**src/flash_option_consts.svh**
```systemverilog
// Purpose: Constants for the flash option byte loader and decoder
// Assumes: Option bytes are read from flash one byte at a time after reset
// Notes: Bit positions, load order and timing counts
// Behaviour
// - Boot select bit 7: 1 boots application region, 0 loader region, except soft reset.
// - Bit 5 tri-states selected PWM pins while debugger halts the CPU.
// - Debugger enable bit 4 is active low: 1 disables, 0 enables.
// - Debugging with debugger enabled: hard fault sets flag only, no reset.
// - Bit 2 set makes shared pin the external reset, else input-only port bit.
// - With reset function active, a low pin resets the whole device.
// - Protection bit 1 at 0: programmer reads give FF, programming ignored.
// - Option bytes stay readable; under protection only whole-chip erase clears them.
// - Protection does not change in-application flash programming by the CPU.
// - Loader size: 111 none, 110 1KB, 101 2KB, 100 3KB, 0xx 4KB.
// - Brown-out byte bit 7 switches the brown-out detector on or off.
// - Level bits 5:4: 11 2.2V, 10 2.7V, 01 3.7V, 00 4.4V.
// - Detector on and bit 3 set: block in-app erase/program under brown-out.
// - Detector on and bit 2 set: a supply drop below threshold resets the device.
// - Watchdog bits 7:4: 1111 off, 0101 reset stopped in idle, else running.
// - After reset option bits are copied into register bits software may change.
// - Boot options byte reloads on every kind of reset.
// - Brown-out options byte reloads only on power-on reset.
// - Flash pages are 128 bytes; erase, program and read on both regions.
`ifndef FLASH_OPTION_CONSTS_SVH
`define FLASH_OPTION_CONSTS_SVH

`define OPT_IDX_BOOT 2'h0
`define OPT_IDX_LOADER 2'h1
`define OPT_IDX_BROWNOUT 2'h2
`define OPT_IDX_WATCHDOG 2'h3
`define OPT_NUM_BYTES 3'h4

`define BOOT_SEL_BIT 7
`define DBG_PWM_BIT 5
`define DBG_EN_N_BIT 4
`define RST_PIN_BIT 2
`define PROTECT_BIT 1
`define LDR_SIZE_MSB 2
`define LDR_SIZE_LSB 0
`define BOD_ON_BIT 7
`define BOD_LVL_MSB 5
`define BOD_LVL_LSB 4
`define BOD_INHIBIT_BIT 3
`define BOD_RST_BIT 2
`define WDT_MSB 7
`define WDT_LSB 4

`define WDT_OFF_CODE 4'hF
`define WDT_IDLE_STOP_CODE 4'h5
`define ERASED_BYTE 8'hFF
`define PAGE_BYTES 8'h80
`define LDR_NONE 3'h7
`define LDR_1K 3'h6
`define LDR_2K 3'h5
`define LDR_3K 3'h4
`define FLASH_ADDR_W 13
`define FLASH_TOP_KB 4'h8

// Flash read latency, 80 ns at 25 MHz
`define FLASH_READ_NS 80
`define CLK_PERIOD_NS 40
`define FLASH_READ_CYC ((`FLASH_READ_NS + `CLK_PERIOD_NS - 1) / `CLK_PERIOD_NS)

`endif

```
**src/flash_option_pkg.sv**
```systemverilog
// Purpose: Types for the flash option byte loader
// Assumes: Constants come from flash_option_consts.svh
// Notes: Holds the enum of load states and the decoded fields
package flash_option_pkg;

	typedef enum logic [2:0] {
		LD_IDLE = 3'b000,
		LD_ADDR = 3'b001,
		LD_WAIT = 3'b011,
		LD_STORE = 3'b010,
		LD_DONE = 3'b110
	} load_state_t;

	typedef enum logic [1:0] {
		WDT_OFF = 2'h0,
		WDT_RESET_IDLE_STOP = 2'h1,
		WDT_RESET_RUNNING = 2'h2
	} wdt_mode_t;

	typedef enum logic [1:0] {
		BOD_4V4 = 2'h0,
		BOD_3V7 = 2'h1,
		BOD_2V7 = 2'h2,
		BOD_2V2 = 2'h3
	} bod_level_t;

endpackage : flash_option_pkg

```
**src/option_field_decoder.sv**
```systemverilog
// Purpose: Decodes the live option register copies into block controls
// Assumes: Inputs are the register copies after load and software writes
// Notes: Pure combinational; the main file registers the results except protection and inhibit, which reach write enables directly
`include "flash_option_consts.svh"
module option_field_decoder (
	input wire logic [7:0] boot_options_byte_i,
	input wire logic [7:0] loader_size_byte_i,
	input wire logic [7:0] brownout_options_byte_i,
	input wire logic [7:0] watchdog_options_byte_i,
	output logic boot_from_app_o,
	output logic debugger_on_o,
	output logic pwm_halt_tristate_o,
	output logic reset_pin_function_o,
	output logic chip_protected_o,
	output logic [3:0] loader_kb_o,
	output logic [3:0] app_kb_o,
	output logic brownout_detect_on_o,
	output flash_option_pkg::bod_level_t brownout_level_o,
	output logic brownout_inhibit_o,
	output logic brownout_reset_on_o,
	output flash_option_pkg::wdt_mode_t watchdog_mode_o
);
	import flash_option_pkg::*;

	logic [2:0] ldr_sel;
	logic [3:0] wdt_field;

	always_comb begin
		ldr_sel = loader_size_byte_i[`LDR_SIZE_MSB:`LDR_SIZE_LSB];
		wdt_field = watchdog_options_byte_i[`WDT_MSB:`WDT_LSB];
		boot_from_app_o = boot_options_byte_i[`BOOT_SEL_BIT];
		debugger_on_o = ~boot_options_byte_i[`DBG_EN_N_BIT];
		pwm_halt_tristate_o = boot_options_byte_i[`DBG_PWM_BIT];
		reset_pin_function_o = boot_options_byte_i[`RST_PIN_BIT];
		chip_protected_o = ~boot_options_byte_i[`PROTECT_BIT];
		unique casez (ldr_sel)
			`LDR_NONE: loader_kb_o = 4'h0;
			`LDR_1K: loader_kb_o = 4'h1;
			`LDR_2K: loader_kb_o = 4'h2;
			`LDR_3K: loader_kb_o = 4'h3;
			default: loader_kb_o = 4'h4;
		endcase
		app_kb_o = `FLASH_TOP_KB - loader_kb_o;
		brownout_detect_on_o = brownout_options_byte_i[`BOD_ON_BIT];
		brownout_level_o = bod_level_t'(
			brownout_options_byte_i[`BOD_LVL_MSB:`BOD_LVL_LSB]);
		brownout_inhibit_o = brownout_options_byte_i[`BOD_INHIBIT_BIT];
		brownout_reset_on_o = brownout_options_byte_i[`BOD_RST_BIT];
		if (wdt_field == `WDT_OFF_CODE) begin
			watchdog_mode_o = WDT_OFF;
		end else if (wdt_field == `WDT_IDLE_STOP_CODE) begin
			watchdog_mode_o = WDT_RESET_IDLE_STOP;
		end else begin
			watchdog_mode_o = WDT_RESET_RUNNING;
		end
	end

endmodule : option_field_decoder

```
**src/flash_config_option_decoder.sv**
```systemverilog
// Purpose: Loads option bytes from flash after reset and drives decoded controls
// Assumes: Flash read port answers after a fixed latency; inputs synchronous
// Notes: Software overrides the copies through a byte write port
`include "flash_option_consts.svh"
module flash_config_option_decoder (
	input wire logic clk_sys_i,
	input wire logic rst_b_i,
	input wire logic por_event_i,
	input wire logic soft_reset_event_i,
	input wire logic any_reset_event_i,
	output logic [1:0] opt_rd_index_o,
	output logic opt_rd_req_o,
	input wire logic [7:0] opt_rd_data_i,
	input wire logic sw_wr_i,
	input wire logic [1:0] sw_index_i,
	input wire logic [7:0] sw_wdata_i,
	output logic [7:0] sw_rdata_o,
	output logic cpu_reset_hold_o,
	output logic boot_from_app_o,
	input wire logic debug_mode_i,
	input wire logic debug_halt_i,
	input wire logic [4:0] pwm_pin_select_i,
	output logic [4:0] pwm_tristate_o,
	input wire logic hard_fault_i,
	output logic hard_fault_flag_o,
	input wire logic hard_fault_flag_clr_i,
	input wire logic external_reset_n_i,
	output logic port_bit_in_o,
	output logic device_reset_req_o,
	output logic debugger_on_o,
	input wire logic prog_rd_i,
	input wire logic [7:0] prog_flash_data_i,
	input wire logic prog_is_option_i,
	output logic [7:0] prog_rdata_o,
	input wire logic prog_wr_i,
	input wire logic prog_chip_erase_i,
	output logic prog_wr_allow_o,
	input wire logic iap_wr_i,
	output logic iap_wr_allow_o,
	input wire logic [`FLASH_ADDR_W-1:0] flash_addr_i,
	output logic addr_in_loader_o,
	output logic [5:0] flash_page_o,
	output logic [3:0] loader_kb_o,
	output logic [3:0] app_kb_o,
	output logic brownout_detect_on_o,
	output flash_option_pkg::bod_level_t brownout_level_o,
	input wire logic supply_low_i,
	output flash_option_pkg::wdt_mode_t watchdog_mode_o
);
	import flash_option_pkg::*;

	typedef struct packed {
		load_state_t st;
		logic [1:0] idx;
		logic [1:0] wait_cnt;
		logic reload_bod;
		logic [7:0] boot_q;
		logic [7:0] ldr_q;
		logic [7:0] bod_q;
		logic [7:0] wdt_q;
		logic [7:0] sw_rdata;
		logic [7:0] prog_rdata;
		logic hard_fault_flag;
		logic [4:0] pwm_tri;
		logic pin_in;
		logic rst_req;
		logic boot_app;
		logic dbg_on;
		logic in_loader;
		logic [5:0] page;
		logic [3:0] ldr_kb;
		logic [3:0] app_kb;
		logic bod_on;
		bod_level_t bod_lvl;
		wdt_mode_t wdt_mode;
	} state_t;

	state_t s_q;
	state_t s_d;

	logic dec_boot_app;
	logic dec_dbg_on;
	logic dec_pwm_tri;
	logic dec_rst_pin;
	logic dec_protect;
	logic [3:0] dec_ldr_kb;
	logic [3:0] dec_app_kb;
	logic dec_bod_on;
	bod_level_t dec_bod_lvl;
	logic dec_bod_inh;
	logic dec_bod_rst;
	wdt_mode_t dec_wdt;
	logic loading;
	logic bod_inhibit;

	option_field_decoder u_dec (
		.boot_options_byte_i(s_q.boot_q),
		.loader_size_byte_i(s_q.ldr_q),
		.brownout_options_byte_i(s_q.bod_q),
		.watchdog_options_byte_i(s_q.wdt_q),
		.boot_from_app_o(dec_boot_app),
		.debugger_on_o(dec_dbg_on),
		.pwm_halt_tristate_o(dec_pwm_tri),
		.reset_pin_function_o(dec_rst_pin),
		.chip_protected_o(dec_protect),
		.loader_kb_o(dec_ldr_kb),
		.app_kb_o(dec_app_kb),
		.brownout_detect_on_o(dec_bod_on),
		.brownout_level_o(dec_bod_lvl),
		.brownout_inhibit_o(dec_bod_inh),
		.brownout_reset_on_o(dec_bod_rst),
		.watchdog_mode_o(dec_wdt)
	);

	// Inhibit only counts while the detector is actually on
	assign bod_inhibit = dec_bod_on & dec_bod_inh & supply_low_i;
	assign loading = (s_q.st != LD_DONE);

	always_comb begin
		s_d = s_q;
		// Reload sequence; brown-out byte skipped unless power-on
		unique case (s_q.st)
			LD_IDLE: begin
				s_d.idx = `OPT_IDX_BOOT;
				s_d.st = LD_ADDR;
			end
			LD_ADDR: begin
				s_d.wait_cnt = 2'(`FLASH_READ_CYC);
				s_d.st = LD_WAIT;
			end
			LD_WAIT: begin
				s_d.wait_cnt = s_q.wait_cnt - 2'h1;
				if (s_q.wait_cnt == 2'h1) begin
					s_d.st = LD_STORE;
				end
			end
			LD_STORE: begin
				unique case (s_q.idx)
					`OPT_IDX_BOOT: s_d.boot_q = opt_rd_data_i;
					`OPT_IDX_LOADER: s_d.ldr_q = opt_rd_data_i;
					`OPT_IDX_BROWNOUT: s_d.bod_q = opt_rd_data_i;
					`OPT_IDX_WATCHDOG: s_d.wdt_q = opt_rd_data_i;
				endcase
				s_d.st = LD_ADDR;
				if (s_q.idx == `OPT_IDX_WATCHDOG) begin
					s_d.st = LD_DONE;
				end else if (s_q.idx == `OPT_IDX_LOADER && !s_q.reload_bod) begin
					s_d.idx = `OPT_IDX_WATCHDOG;
				end else begin
					s_d.idx = s_q.idx + 2'h1;
				end
			end
			LD_DONE: begin
				// Software overrides once loading is finished
				if (sw_wr_i) begin
					unique case (sw_index_i)
						`OPT_IDX_BOOT: s_d.boot_q = sw_wdata_i;
						`OPT_IDX_LOADER: s_d.ldr_q = sw_wdata_i;
						`OPT_IDX_BROWNOUT: s_d.bod_q = sw_wdata_i;
						`OPT_IDX_WATCHDOG: s_d.wdt_q = sw_wdata_i;
					endcase
				end
			end
		endcase
		// Any reset restarts the load; only power-on brings the brown-out byte
		if (any_reset_event_i || por_event_i) begin
			s_d.st = LD_IDLE;
			s_d.reload_bod = por_event_i;
		end
		unique case (sw_index_i)
			`OPT_IDX_BOOT: s_d.sw_rdata = s_q.boot_q;
			`OPT_IDX_LOADER: s_d.sw_rdata = s_q.ldr_q;
			`OPT_IDX_BROWNOUT: s_d.sw_rdata = s_q.bod_q;
			`OPT_IDX_WATCHDOG: s_d.sw_rdata = s_q.wdt_q;
		endcase
		// Boot choice taken from the fresh copy; a soft reset keeps the previous choice
		if (s_q.st == LD_ADDR && s_q.idx == `OPT_IDX_LOADER && !soft_reset_event_i) begin
			s_d.boot_app = dec_boot_app;
		end
		s_d.dbg_on = dec_dbg_on;
		s_d.pwm_tri = (dec_pwm_tri && debug_halt_i) ? pwm_pin_select_i : 5'h00;
		s_d.pin_in = dec_rst_pin ? 1'b1 : external_reset_n_i;
		// Hard fault reset suppressed while debugging with debugger on
		s_d.rst_req = 1'b0;
		if (!loading && dec_rst_pin && !external_reset_n_i) begin
			s_d.rst_req = 1'b1;
		end
		if (!loading && dec_bod_on && dec_bod_rst && supply_low_i) begin
			s_d.rst_req = 1'b1;
		end
		// Flag marks every hard fault; set wins over a clear in the same cycle
		if (hard_fault_i) begin
			s_d.hard_fault_flag = 1'b1;
			if (!(debug_mode_i && dec_dbg_on)) begin
				s_d.rst_req = 1'b1;
			end
		end else if (hard_fault_flag_clr_i) begin
			s_d.hard_fault_flag = 1'b0;
		end
		// Option bytes always read back; flash reads blank when protected
		if (prog_rd_i) begin
			s_d.prog_rdata = (dec_protect && !prog_is_option_i) ?
				`ERASED_BYTE : prog_flash_data_i;
		end
		// Extra bit so a full 8 KB application region never matches
		s_d.in_loader = ({1'h0, flash_addr_i[`FLASH_ADDR_W-1:10]} >= s_q.app_kb);
		s_d.page = flash_addr_i[`FLASH_ADDR_W-1:7];
		s_d.ldr_kb = dec_ldr_kb;
		s_d.app_kb = dec_app_kb;
		s_d.bod_on = dec_bod_on;
		s_d.bod_lvl = dec_bod_lvl;
		s_d.wdt_mode = dec_wdt;
	end

	always_ff @(posedge clk_sys_i or negedge rst_b_i) begin
		if (!rst_b_i) begin
			s_q <= '0;
			s_q.st <= LD_IDLE;
			s_q.reload_bod <= 1'b1;
			s_q.boot_q <= `ERASED_BYTE;
			s_q.ldr_q <= `ERASED_BYTE;
			s_q.bod_q <= `ERASED_BYTE;
			s_q.wdt_q <= `ERASED_BYTE;
			s_q.pin_in <= 1'b1;
		end else begin
			s_q <= s_d;
		end
	end

	assign opt_rd_index_o = s_q.idx;
	assign opt_rd_req_o = (s_q.st == LD_ADDR) || (s_q.st == LD_WAIT);
	assign sw_rdata_o = s_q.sw_rdata;
	assign cpu_reset_hold_o = loading;
	assign boot_from_app_o = s_q.boot_app;
	assign pwm_tristate_o = s_q.pwm_tri;
	assign hard_fault_flag_o = s_q.hard_fault_flag;
	assign port_bit_in_o = s_q.pin_in;
	assign device_reset_req_o = s_q.rst_req;
	assign debugger_on_o = s_q.dbg_on;
	assign prog_rdata_o = s_q.prog_rdata;
	// Protection blocks programmer writes except the whole-chip erase
	assign prog_wr_allow_o = prog_wr_i &
		(prog_chip_erase_i | (~dec_protect & ~prog_is_option_i) |
		(~dec_protect & prog_is_option_i));
	// CPU writes ignore protection; brown-out inhibit and the option load block them
	assign iap_wr_allow_o = iap_wr_i & ~bod_inhibit & ~loading;
	assign addr_in_loader_o = s_q.in_loader;
	assign flash_page_o = s_q.page;
	assign loader_kb_o = s_q.ldr_kb;
	assign app_kb_o = s_q.app_kb;
	assign brownout_detect_on_o = s_q.bod_on;
	assign brownout_level_o = s_q.bod_lvl;
	assign watchdog_mode_o = s_q.wdt_mode;

endmodule : flash_config_option_decoder

```
**config.mk**
```make
export PLATFORM = sky130hd
export DESIGN_NAME = flash_config_option_decoder
export DESIGN_NICKNAME = d
export VERILOG_FILES = /design/src/flash_option_pkg.sv /design/src/option_field_decoder.sv /design/src/flash_config_option_decoder.sv
export VERILOG_INCLUDE_DIRS = /design/src
export SDC_FILE = /design/constraint.sdc
export NUM_CORES = 1
export LEC_CHECK = 0
export BUFFER_PORTS_ARGS = -buffer_cell sky130_fd_sc_hd__buf_2
export CORE_ASPECT_RATIO = 0.75
export CORE_MARGIN = 5
export CORE_UTILIZATION = 52
export CTS_CLUSTER_SIZE = 16
export DETAILED_ROUTE_END_ITERATION = 8
export PLACE_DENSITY = 0.82
export SLEW_MARGIN = 0
export SYNTH_ARGS = -nofsm -noshare
export SYNTH_HDL_FRONTEND = slang
export SYNTH_HIERARCHICAL = 1
export SYNTH_SLANG_ARGS = --single-unit
export TNS_END_PERCENT = 10
```
**constraint.sdc**
```tcl
create_clock -name clk_sys_i -period 2.2 [get_ports clk_sys_i]
set_clock_uncertainty 0.05 [all_clocks]
set_input_delay 0.22 -clock clk_sys_i [delete_from_list [all_inputs] [get_ports clk_sys_i]]
set_output_delay 0.22 -clock clk_sys_i [all_outputs]
set_load 0.02 [all_outputs]
```
==> Yosys cells after proc, flatten, opt, wreduce, memory -nomap -nowiden <==
Index checks and enable logic that the tools add are counted.
Widths: inputs -> output; s select.
{ "totals": {"reg_bits": 86, "in_bits": 61, "out_inout_bits": 52, "elab_cells": 133} }
{ "op_classes": {"n_addsub": 3, "order_cmp": 1, "eq_ne": 29, "mux": 31, "bitwise_logic": 14, "n_reduce_logical": 32} }
{ "op_table": {"columns": ["operator", "count"], "rows": [
  ["$mux 8", 9],
  ["$pmux 32 s2", 1],
  ["$mux 32", 1],
  ["$pmux 8 s4", 1],
  ["$pmux 3 s4", 2],
  ["$ne 2x2->1 const B", 8],
  ["$reduce_and 4->1", 4],
  ["$eq 3x3->1 const B", 5],
  ["$logic_and 1x1->1", 11],
  ["$mux 3", 3],
  ["$eq 2x2->1 const B", 4],
  ["$mux 2", 4],
  ["$pmux 2 s2", 2],
  ["$reduce_bool 2->1", 4],
  ["$and 1x1->1", 7],
  ["$mux 1", 7],
  ["$eq 2x1->1 const B", 3],
  ["$eq 3x2->1 const B", 2],
  ["$ne 3x3->1 const B", 2],
  ["$logic_not 1->1", 5],
  ["$mux 5", 1],
  ["$not 1->1", 5],
  ["$reduce_bool 5->1", 1],
  ["$eq 4x3->1 const B", 1],
  ["12 further kinds", 17]
]} }

==> Longest topological paths before layout <==
Gate-level depths: netlist of the first run.
{ "logic_depth": {"word_depth": 8, "depth_mapped": 7, "depth_no_buf": 6} }

==> Modules after synthesis <==
The synthesis of the first run kept the hierarchy.
{ "modules_own_cells": {"columns": ["mod", "instances", "cells_per_inst", "area_per_inst_um2"], "rows": [
  ["flash_config_option_decoder", 1, 323, 3937.5],
  ["option_field_decoder", 1, 25, 160.2]
]} }

==> Least setup slack after synthesis of the first run <==
No wires, ideal clock.
{ "synth_timing": {"path_kind": "register -> register", "from": "register s_q, in the netlist opt_rd_index_o[1]", "to": "register s_q[68] (netlist bit)", "setup_ps": 68, "arrival_time_ps": 1385, "required_time_ps": 2082, "path_slack_ps": 697, "path_stages_with_launch": 8, "cell_sequence": "dfrtp_1 -> inv_1 -> ha_1 -> mux2i_1 -> a211oi_4 -> buf_6 -> nor2_2 -> a21oi_2"} }
{ "synth_via": {"elab_chain_len": 3} }
{ "synth_rtl": {"columns": ["element", "line", "rtl"], "rows": [
  ["from (decl)", "flash_config_option_decoder.sv:78", "state_t s_q;"],
  ["$eq 2x1->1", "flash_config_option_decoder.sv:138", "unique case (s_q.idx)"],
  ["$ne 2x2->1 (no line)", null, null],
  ["$reduce_and 4->1 (no line)", null, null]
]} }
No other way between the ends.
A chain may end at the register's enable or synchronous reset.

==> Final worst setup path of the first run <==
{ "layout_timing": {"from": "register s_q[84] (netlist bit)", "to": "output iap_wr_allow_o"} }
{ "layout_via": {"elab_chain_len": 3} }
{ "layout_rtl": {"columns": ["element", "line", "rtl"], "rows": [
  ["$ne 3x3->1", "flash_config_option_decoder.sv:117", "assign loading = (s_q.st != LD_DONE);"],
  ["$not 1->1", "flash_config_option_decoder.sv:246", "assign iap_wr_allow_o = iap_wr_i & ~bod_inhibit & ~loading;"],
  ["$and 1x1->1", "flash_config_option_decoder.sv:246", null],
  ["to (decl)", "flash_config_option_decoder.sv:39", "output logic iap_wr_allow_o,"]
]} }
No other way between the ends.

==> summary.md, run 1 <==
| Metric | Value |
|---|---|
| Final period util | 89.6% |
| Largest net degree at the start of global routing | 54 |
| Reg2Reg Setup Slack | 440 ps |
| H-tree Lvls | 3 |
| Clk network pwr share | 27.9% |
| Total number of vias | 2610 |
| Final Non-Filler Cells | 525 |
| Setup ws final | 229 ps |
| Combinational share of power | 20.1% |
| Area growth syn-to-layout | 12.4% |
| Mapped Nets | 418 |
| Syn_area_per_cell | 11.8 um^2 |
| Sequential power share | 52.0% |
| Cell Pwr Density | 837 mW/mm^2 |
| Dpl ws | 439 ps |
| FILL cells | 677 |
| Initial core utilization | 52.7% |
| Clk buf depth | 2 |
| GRT overflow | 0 |
| Vias in the first global route | 2648 |
| Clk sinks | 86 |
| DP Wirelength | 5720 um |
| RSZ-0062 raised after global routing | no |
| Synth top area share | 31.8% |
| Slew at the pin closest to its max-slew limit | 527 ps |
| Crit path max fanout | 10 |
| Worst EP arrival | 1700 ps |
| Skew-Pair Late Insertion Delay | 350 ps |
| # diodes | 0 |
| Leakage | 2.21 nW |
| Area leader, netlist | dfrtp_1 |
| Port buffer count | 105 |
| Drt via density | 4.97 |
| Clock Tree Root | clkbuf_8 |
| Post-Syn Instances | 348 |
| Hold Crit Class | primary input to register |
| Synth warnings | 6 |
| Setup TNS | 0 ps |
| Die Y | 86.9 um |
| Sequential area share after synthesis | 53.6% |
| Iter 0 DRT Violations | 94 |
| Primary FF master, synth | dfrtp_1 |
| Routability cong. | 0.750 |
| Total Routed Length | 7920 um |
| Layout cell share with drive strength beyond 1 | 44.8% |
| Die ar. | 0.00977 mm^2 |
| CP Class | register to output port |
| Initial antenna violation count | 0 |
| Routed len/inst | 15.1 um |
| Clock slew at reported path FFs | 80 ps |
| Final slew viol count | 0 |
| Row count | 28 |
| Mapped cell area | 0.00410 mm^2 |
| Fmax | 0.507 GHz |
| CP startpoint kind | register |
| Global-route wire length before repair | 12600 um |
| Multi-input logic area | 0.00136 mm^2 |
| Synth top cells by count | 55 x buf_4, 52 x dfrtp_1, 39 x nor2_1 |
| Max-cap viol count | 0 |
| Cell count after placement | 500 |
| Worst relative slew slack | 64.8% |
| Top Ports | 113 |
| Pint | 2.72 mW |
| DRT Pass-1 Iters | 5 |
| Outcome | complete, no violations |
| Num CTS Buffers | 9 |
| CTS tree | built |
| DRC Markers | 0 |
| GR Util All Layers | 16.6% |
| Sequential cell area | 0.00219 mm^2 |
| Most common cell in the synthesized netlist | buf_4 |
| Die width | 113 um |
| Peak VDD IR | 395 uV |
| Worst EP required | 1930 ps |
| Min cycle time layout | 1970 ps |
| Synth top area cells | dfrtp_1 32%, dfstp_2 22%, buf_4 10% |
| Core ar. | 0.00778 mm^2 |
| Nets | 485 |
| Post-synth EDFFs | 0 |
| Sw power | 1.13 mW |
| Sw frac | 29.3% |
| Crit. End Element | output port |
| Count of different cell masters after synthesis | 44 |
| Antenna Nets Post-Route | 0 |
| Setup Viol. Count Final | 0 |
| Hold Vio Cnt, Final | 0 |
| Async set or reset register ratio after synthesis | 100% |
| Number of synthesized register bits | 86 |
[layout make-up]
cell class / count / share of cell area [%]
clock buffers: 11 / 2.85
multi-input cells: 182 / 29.5
flip-flops and latches: 86 / 47.6
clock inverters: 5 / 1.28
repair buffers: 119 / 14.5
inverters: 17 / 1.39
well taps: 105 / 2.85
[sequential cells by signal, summed over array words and instances, names as in the netlist]
| name | cells |
|---|---|
| hard_fault_flag_o | 1 |
| s_q | 38 |
| opt_rd_index_o | 2 |
| prog_rdata_o | 8 |
| boot_from_app_o | 1 |
| addr_in_loader_o | 1 |
| app_kb_o | 4 |
| debugger_on_o | 1 |
| pwm_tristate_o | 5 |
| brownout_level_o | 2 |
| port_bit_in_o | 1 |
| sw_rdata_o | 8 |
| brownout_detect_on_o | 1 |
| flash_page_o | 6 |
| watchdog_mode_o | 2 |
| device_reset_req_o | 1 |
| loader_kb_o | 4 |
[logic make-up (layout without fill, tap and decap cells)]
| family | after synthesis | in the layout | share of synthesized area [%] |
|---|---|---|---|
| xor gates and xnor gates | 2 | 2 | 0.428 |
| buffers and inverters | 80 | 152 | 13.3 |
| muxes | 19 | 19 | 9.01 |
| and+or+nand+nor | 87 | 87 | 10.5 |
| adders and majority gates | 9 | 9 | 2.75 |
| DFF | 86 | 86 | 53.6 |
| AOI/OAI and AO/OA | 64 | 64 | 10.4 |
| other | 1 | 1 | 0.0915 |
[stage by stage]
stage          power, mW  hold WS [ps]  cell area [um^2]  util (%)
5_1_grt             4.06          8.15              4610      59.2
3_5_place_dp        2.81           153              4330      55.6
3_3_place_gp        2.76           137              4330      55.6
6_report            3.86          17.7              4610      59.2
4_1_cts             3.92          1.23              4610      59.2
2_1_floorplan       2.66          -126              4100         -
[worst paths after layout]
check	end	from	cells past startpoint
setup / recovery	iap_wr_allow_o	s_q[84]$_DFFE_PN0P_	4
hold reg to reg	brownout_level_o[0]$_DFF_PN0_	s_q[58]$_DFFE_PN1P_	0
setup reg to reg	s_q[75]$_DFFE_PN1P_	s_q[85]$_DFFE_PN0P_	5
max in group asynchronous	s_q[63]$_DFFE_PN1P_	rst_b_i	3
min in group asynchronous	pwm_tristate_o[4]$_DFF_PN0_	rst_b_i	2
hold / removal	s_q[85]$_DFFE_PN0P_	por_event_i	2
[critical path: stages, from the launching register on]
cell and delay, ps:
dfrtp_1 540, nor2b_4 300, nand3_1 150, a31oi_1 180, buf_2 190
[cells in the final DEF, fill, tap and decap left out, drive strengths merged, types with 9 or more instances in the layout]
cell type / n
inv: 18
dfstp: 34
dlygate4sd3: 9
ha: 9
o21ai: 15
dfrtp: 52
nand2: 14
a21oi: 36
clkbuf: 11
nor2: 45
mux2i: 10
buf: 110
[power by group through the flow]
stage | clock network, mW | registers (mW) | logic [mW]
6_report | 1.08 | 2.00 | 0.777
5_1_grt | 1.17 | 2.03 | 0.861
4_1_cts | 1.12 | 2.00 | 0.797
3_5_place_dp | 0 | 2.03 | 0.782
3_3_place_gp | 0 | 2.02 | 0.740
2_1_floorplan | 0 | 2.02 | 0.635
[layer usage]
metal	vias to the layer above	GRT usage, %	wire length [um]
li1	1248	-	-
met2	82	28.5	3980
met3	12	5.35	529
met4	0	4.26	102
met5	-	0	0
met1	1268	20.5	3310
[what timing repair did]
action	CTS	global route
hold buffers	9	0
hold endpoints to repair	28	0
resized for setup	0	0
buffers inserted	0	0
Power figures use the tool's default switching activity.
==> inputs of run 2 (changes only) <==
--- a/config.mk
+++ b/config.mk
@@ -9,10 +9,10 @@
 export BUFFER_PORTS_ARGS = -buffer_cell sky130_fd_sc_hd__buf_2
 export CORE_ASPECT_RATIO = 0.75
 export CORE_MARGIN = 5
-export CORE_UTILIZATION = 52
+export CORE_UTILIZATION = 35
 export CTS_CLUSTER_SIZE = 16
 export DETAILED_ROUTE_END_ITERATION = 8
-export PLACE_DENSITY = 0.82
+export PLACE_DENSITY = 0.6
 export SLEW_MARGIN = 0
 export SYNTH_ARGS = -nofsm -noshare
 export SYNTH_HDL_FRONTEND = slang
==> summary.md, run 2 (synthesis results as in run 1) <==
| Metric | Value |
|---|---|
| Outcome | complete, no violations |
| Worst r2r src | s_q[85]$_DFFE_PN0P_ |
| Min cycle time layout | 2020 ps |
| Buf/Inv on CP | 1 |
| R2R Path End | s_q[65]$_DFFE_PN1P_ |
| DP Wirelength | 6110 um |
| Number of flip-flops under the largest register name | 38 |
| Final slew viol count | 0 |
| R2R depth | 5 |
| Clock Tree Root | clkbuf_16 |
| Largest net degree at the start of global routing | 29 |
| Fmax | 0.496 GHz |
| Initial antenna violation count | 0 |
| Drt via density | 4.43 |
| Die width | 135 um |
| Crit path depth | 2 |
| Setup Viol. Count Final | 0 |
| Num CTS Buffers | 9 |
| Sequential cell area | 0.00219 mm^2 |
| DRT Pass-1 Iters | 4 |
| Postcts setup bufs | 0 |
| Multi-input logic area | 0.00136 mm^2 |
| Setup ws final | 185 ps |
| Clk network pwr share | 34.1% |
| Clock slew at reported path FFs | 60 ps |
| CP max stage delay | 810 ps |
| Crit path max fanout | 17 |
| Hold Crit Class | primary input to register |
| GR Util All Layers | 12.3% |
| GRT overflow | 0 |
| Total Routed Length | 8240 um |
| Slowest stage cell, crit path | dfrtp_1 |
| Total number of vias | 2572 |
| CP Class | register to output port |
| Port buffer count | 105 |
| Hold Vio Cnt, Final | 0 |
| Crit path cell chain | nand2_4 > buf_2 |
| DRC Markers | 0 |
| Core ar. | 0.0115 mm^2 |
| Max-cap viol count | 0 |
| CTS-repair resized insts | 0 |
| Routed len/inst | 14.2 um |
| Crit. End Element | output port |
| Overall Power | 4.22 mW |
| Leakage | 2.26 nW |
| H-tree Lvls | 3 |
| Final period util | 91.6% |
| CTS tree | built |
| Worst EP required | 1930 ps |
| Sw frac | 27.4% |
| Area growth syn-to-layout | 16.2% |
| Global-route wire length before repair | 13600 um |
| Sequential power share | 47.6% |
| Worst relative slew slack | 52.0% |
| Die ar. | 0.0140 mm^2 |
| Dpl ws | 320 ps |
| RSZ-0062 raised after global routing | no |
| Setup TNS | 0 ps |
| Worst EP arrival | 1750 ps |
| Pint | 3.06 mW |
| Clk sinks | 86 |
| Vias in the first global route | 2745 |
| Top cell family by delay on the critical path | flip-flops |
| Antenna Nets Post-Route | 0 |
| Die Y | 104 um |
| Clk buf depth | 2 |
| Combinational share of power | 18.3% |
| CP startpoint | s_q[85]$_DFFE_PN0P_ |
| Cell Pwr Density | 885 mW/mm^2 |
| # diodes | 0 |
| Skew-Pair Late Insertion Delay | 330 ps |
| Reg2Reg Setup Slack | 330 ps |
| Row count | 34 |
| Nets | 484 |
| Layout cell share with drive strength beyond 1 | 45.1% |
| Routability cong. | 0.758 |
| CP startpoint kind | register |
| Initial core utilization | 35.5% |
| Slew at the pin closest to its max-slew limit | 720 ps |
| Most frequent cells in the layout | 104 x buf_2, 52 x dfrtp_1, 39 x nor2_1 |
| Cts hold-fix bufs | 7 |
| End point of the critical path | cpu_reset_hold_o |
| Iter 0 DRT Violations | 105 |
| Sw power | 1.16 mW |
| Most common library cell in the layout ignoring fill and taps | buf_2 |
| Peak VDD IR | 344 uV |
| FILL cells | 1093 |
| Top Ports | 113 |
| Reg with most FFs | s_q |
| Worst hold slack | 30.4 ps |
run 2: cell types whose count changed in the layout (fill, tap and decap cells not counted):
cell / change
clkbuf_16: +10
clkbuf_8: -8
clkinvlp_4: -2
dlygate4sd3_1: -2
buf_4: +1
bufinv_16: -1
clkinv_2: +1
inv_4: +1
inv_6: -1
run 2: cell type report:
| cell class | instances | share of cell area (%) |
|---|---|---|
| Clock buffer | 13 | 5.70 |
| Timing Repair Buffer | 118 | 13.8 |
| Multi-Input combinational cell | 182 | 28.5 |
| Inverter | 17 | 1.34 |
| Clock inverter | 3 | 0.341 |
| Sequential cell | 86 | 46.1 |
| Tap cell | 162 | 4.26 |
run 2: through the flow:
stage / util [%] / instances / area, um^2
2_1_floorplan: - / 348 / 4100
3_3_place_gp: 38.2 / 558 / 4410
3_5_place_dp: 38.2 / 558 / 4410
4_1_cts: 41.3 / 581 / 4760
5_1_grt: 41.3 / 581 / 4760
6_report: 41.3 / 581 / 4760
run 2: worst min path at each step:
| stage | from | end | slack [ps] | cells after the start |
|---|---|---|---|---|
| 6_report | any_reset_event_i | s_q[78]$_DFFE_PN1P_ | 30 | 2 |
| 3_3_place_gp | rst_b_i | loader_kb_o[3]$_DFF_PN0_ | 120 | 1 |
| 3_5_place_dp | rst_b_i | loader_kb_o[3]$_DFF_PN0_ | 130 | 1 |
| 2_1_floorplan | rst_b_i | addr_in_loader_o$_DFF_PN0_ | -130 | 0 |
| 4_1_cts | any_reset_event_i | s_q[78]$_DFFE_PN1P_ | 20 | 2 |
| 5_1_grt | any_reset_event_i | s_q[78]$_DFFE_PN1P_ | 30 | 2 |
run 2: power groups by stage:
stage | Combinational (mW) | Sequential, mW | Clock (mW)
global route | 0.864 | 2.04 | 1.56
detailed placement | 0.777 | 2.04 | 0
CTS | 0.789 | 2.01 | 1.48
floorplan | 0.635 | 2.02 | 0
global placement | 0.755 | 2.03 | 0
finish | 0.772 | 2.01 | 1.44
run 2: routing by layer:
layer,global-route usage (%),wire length [um],vias to the layer above
li1,-,-,1255
met1,15.8,3710,1215
met2,19.6,3840,94
met3,4.17,608,8
met4,3.88,78,0
met5,0,0,-
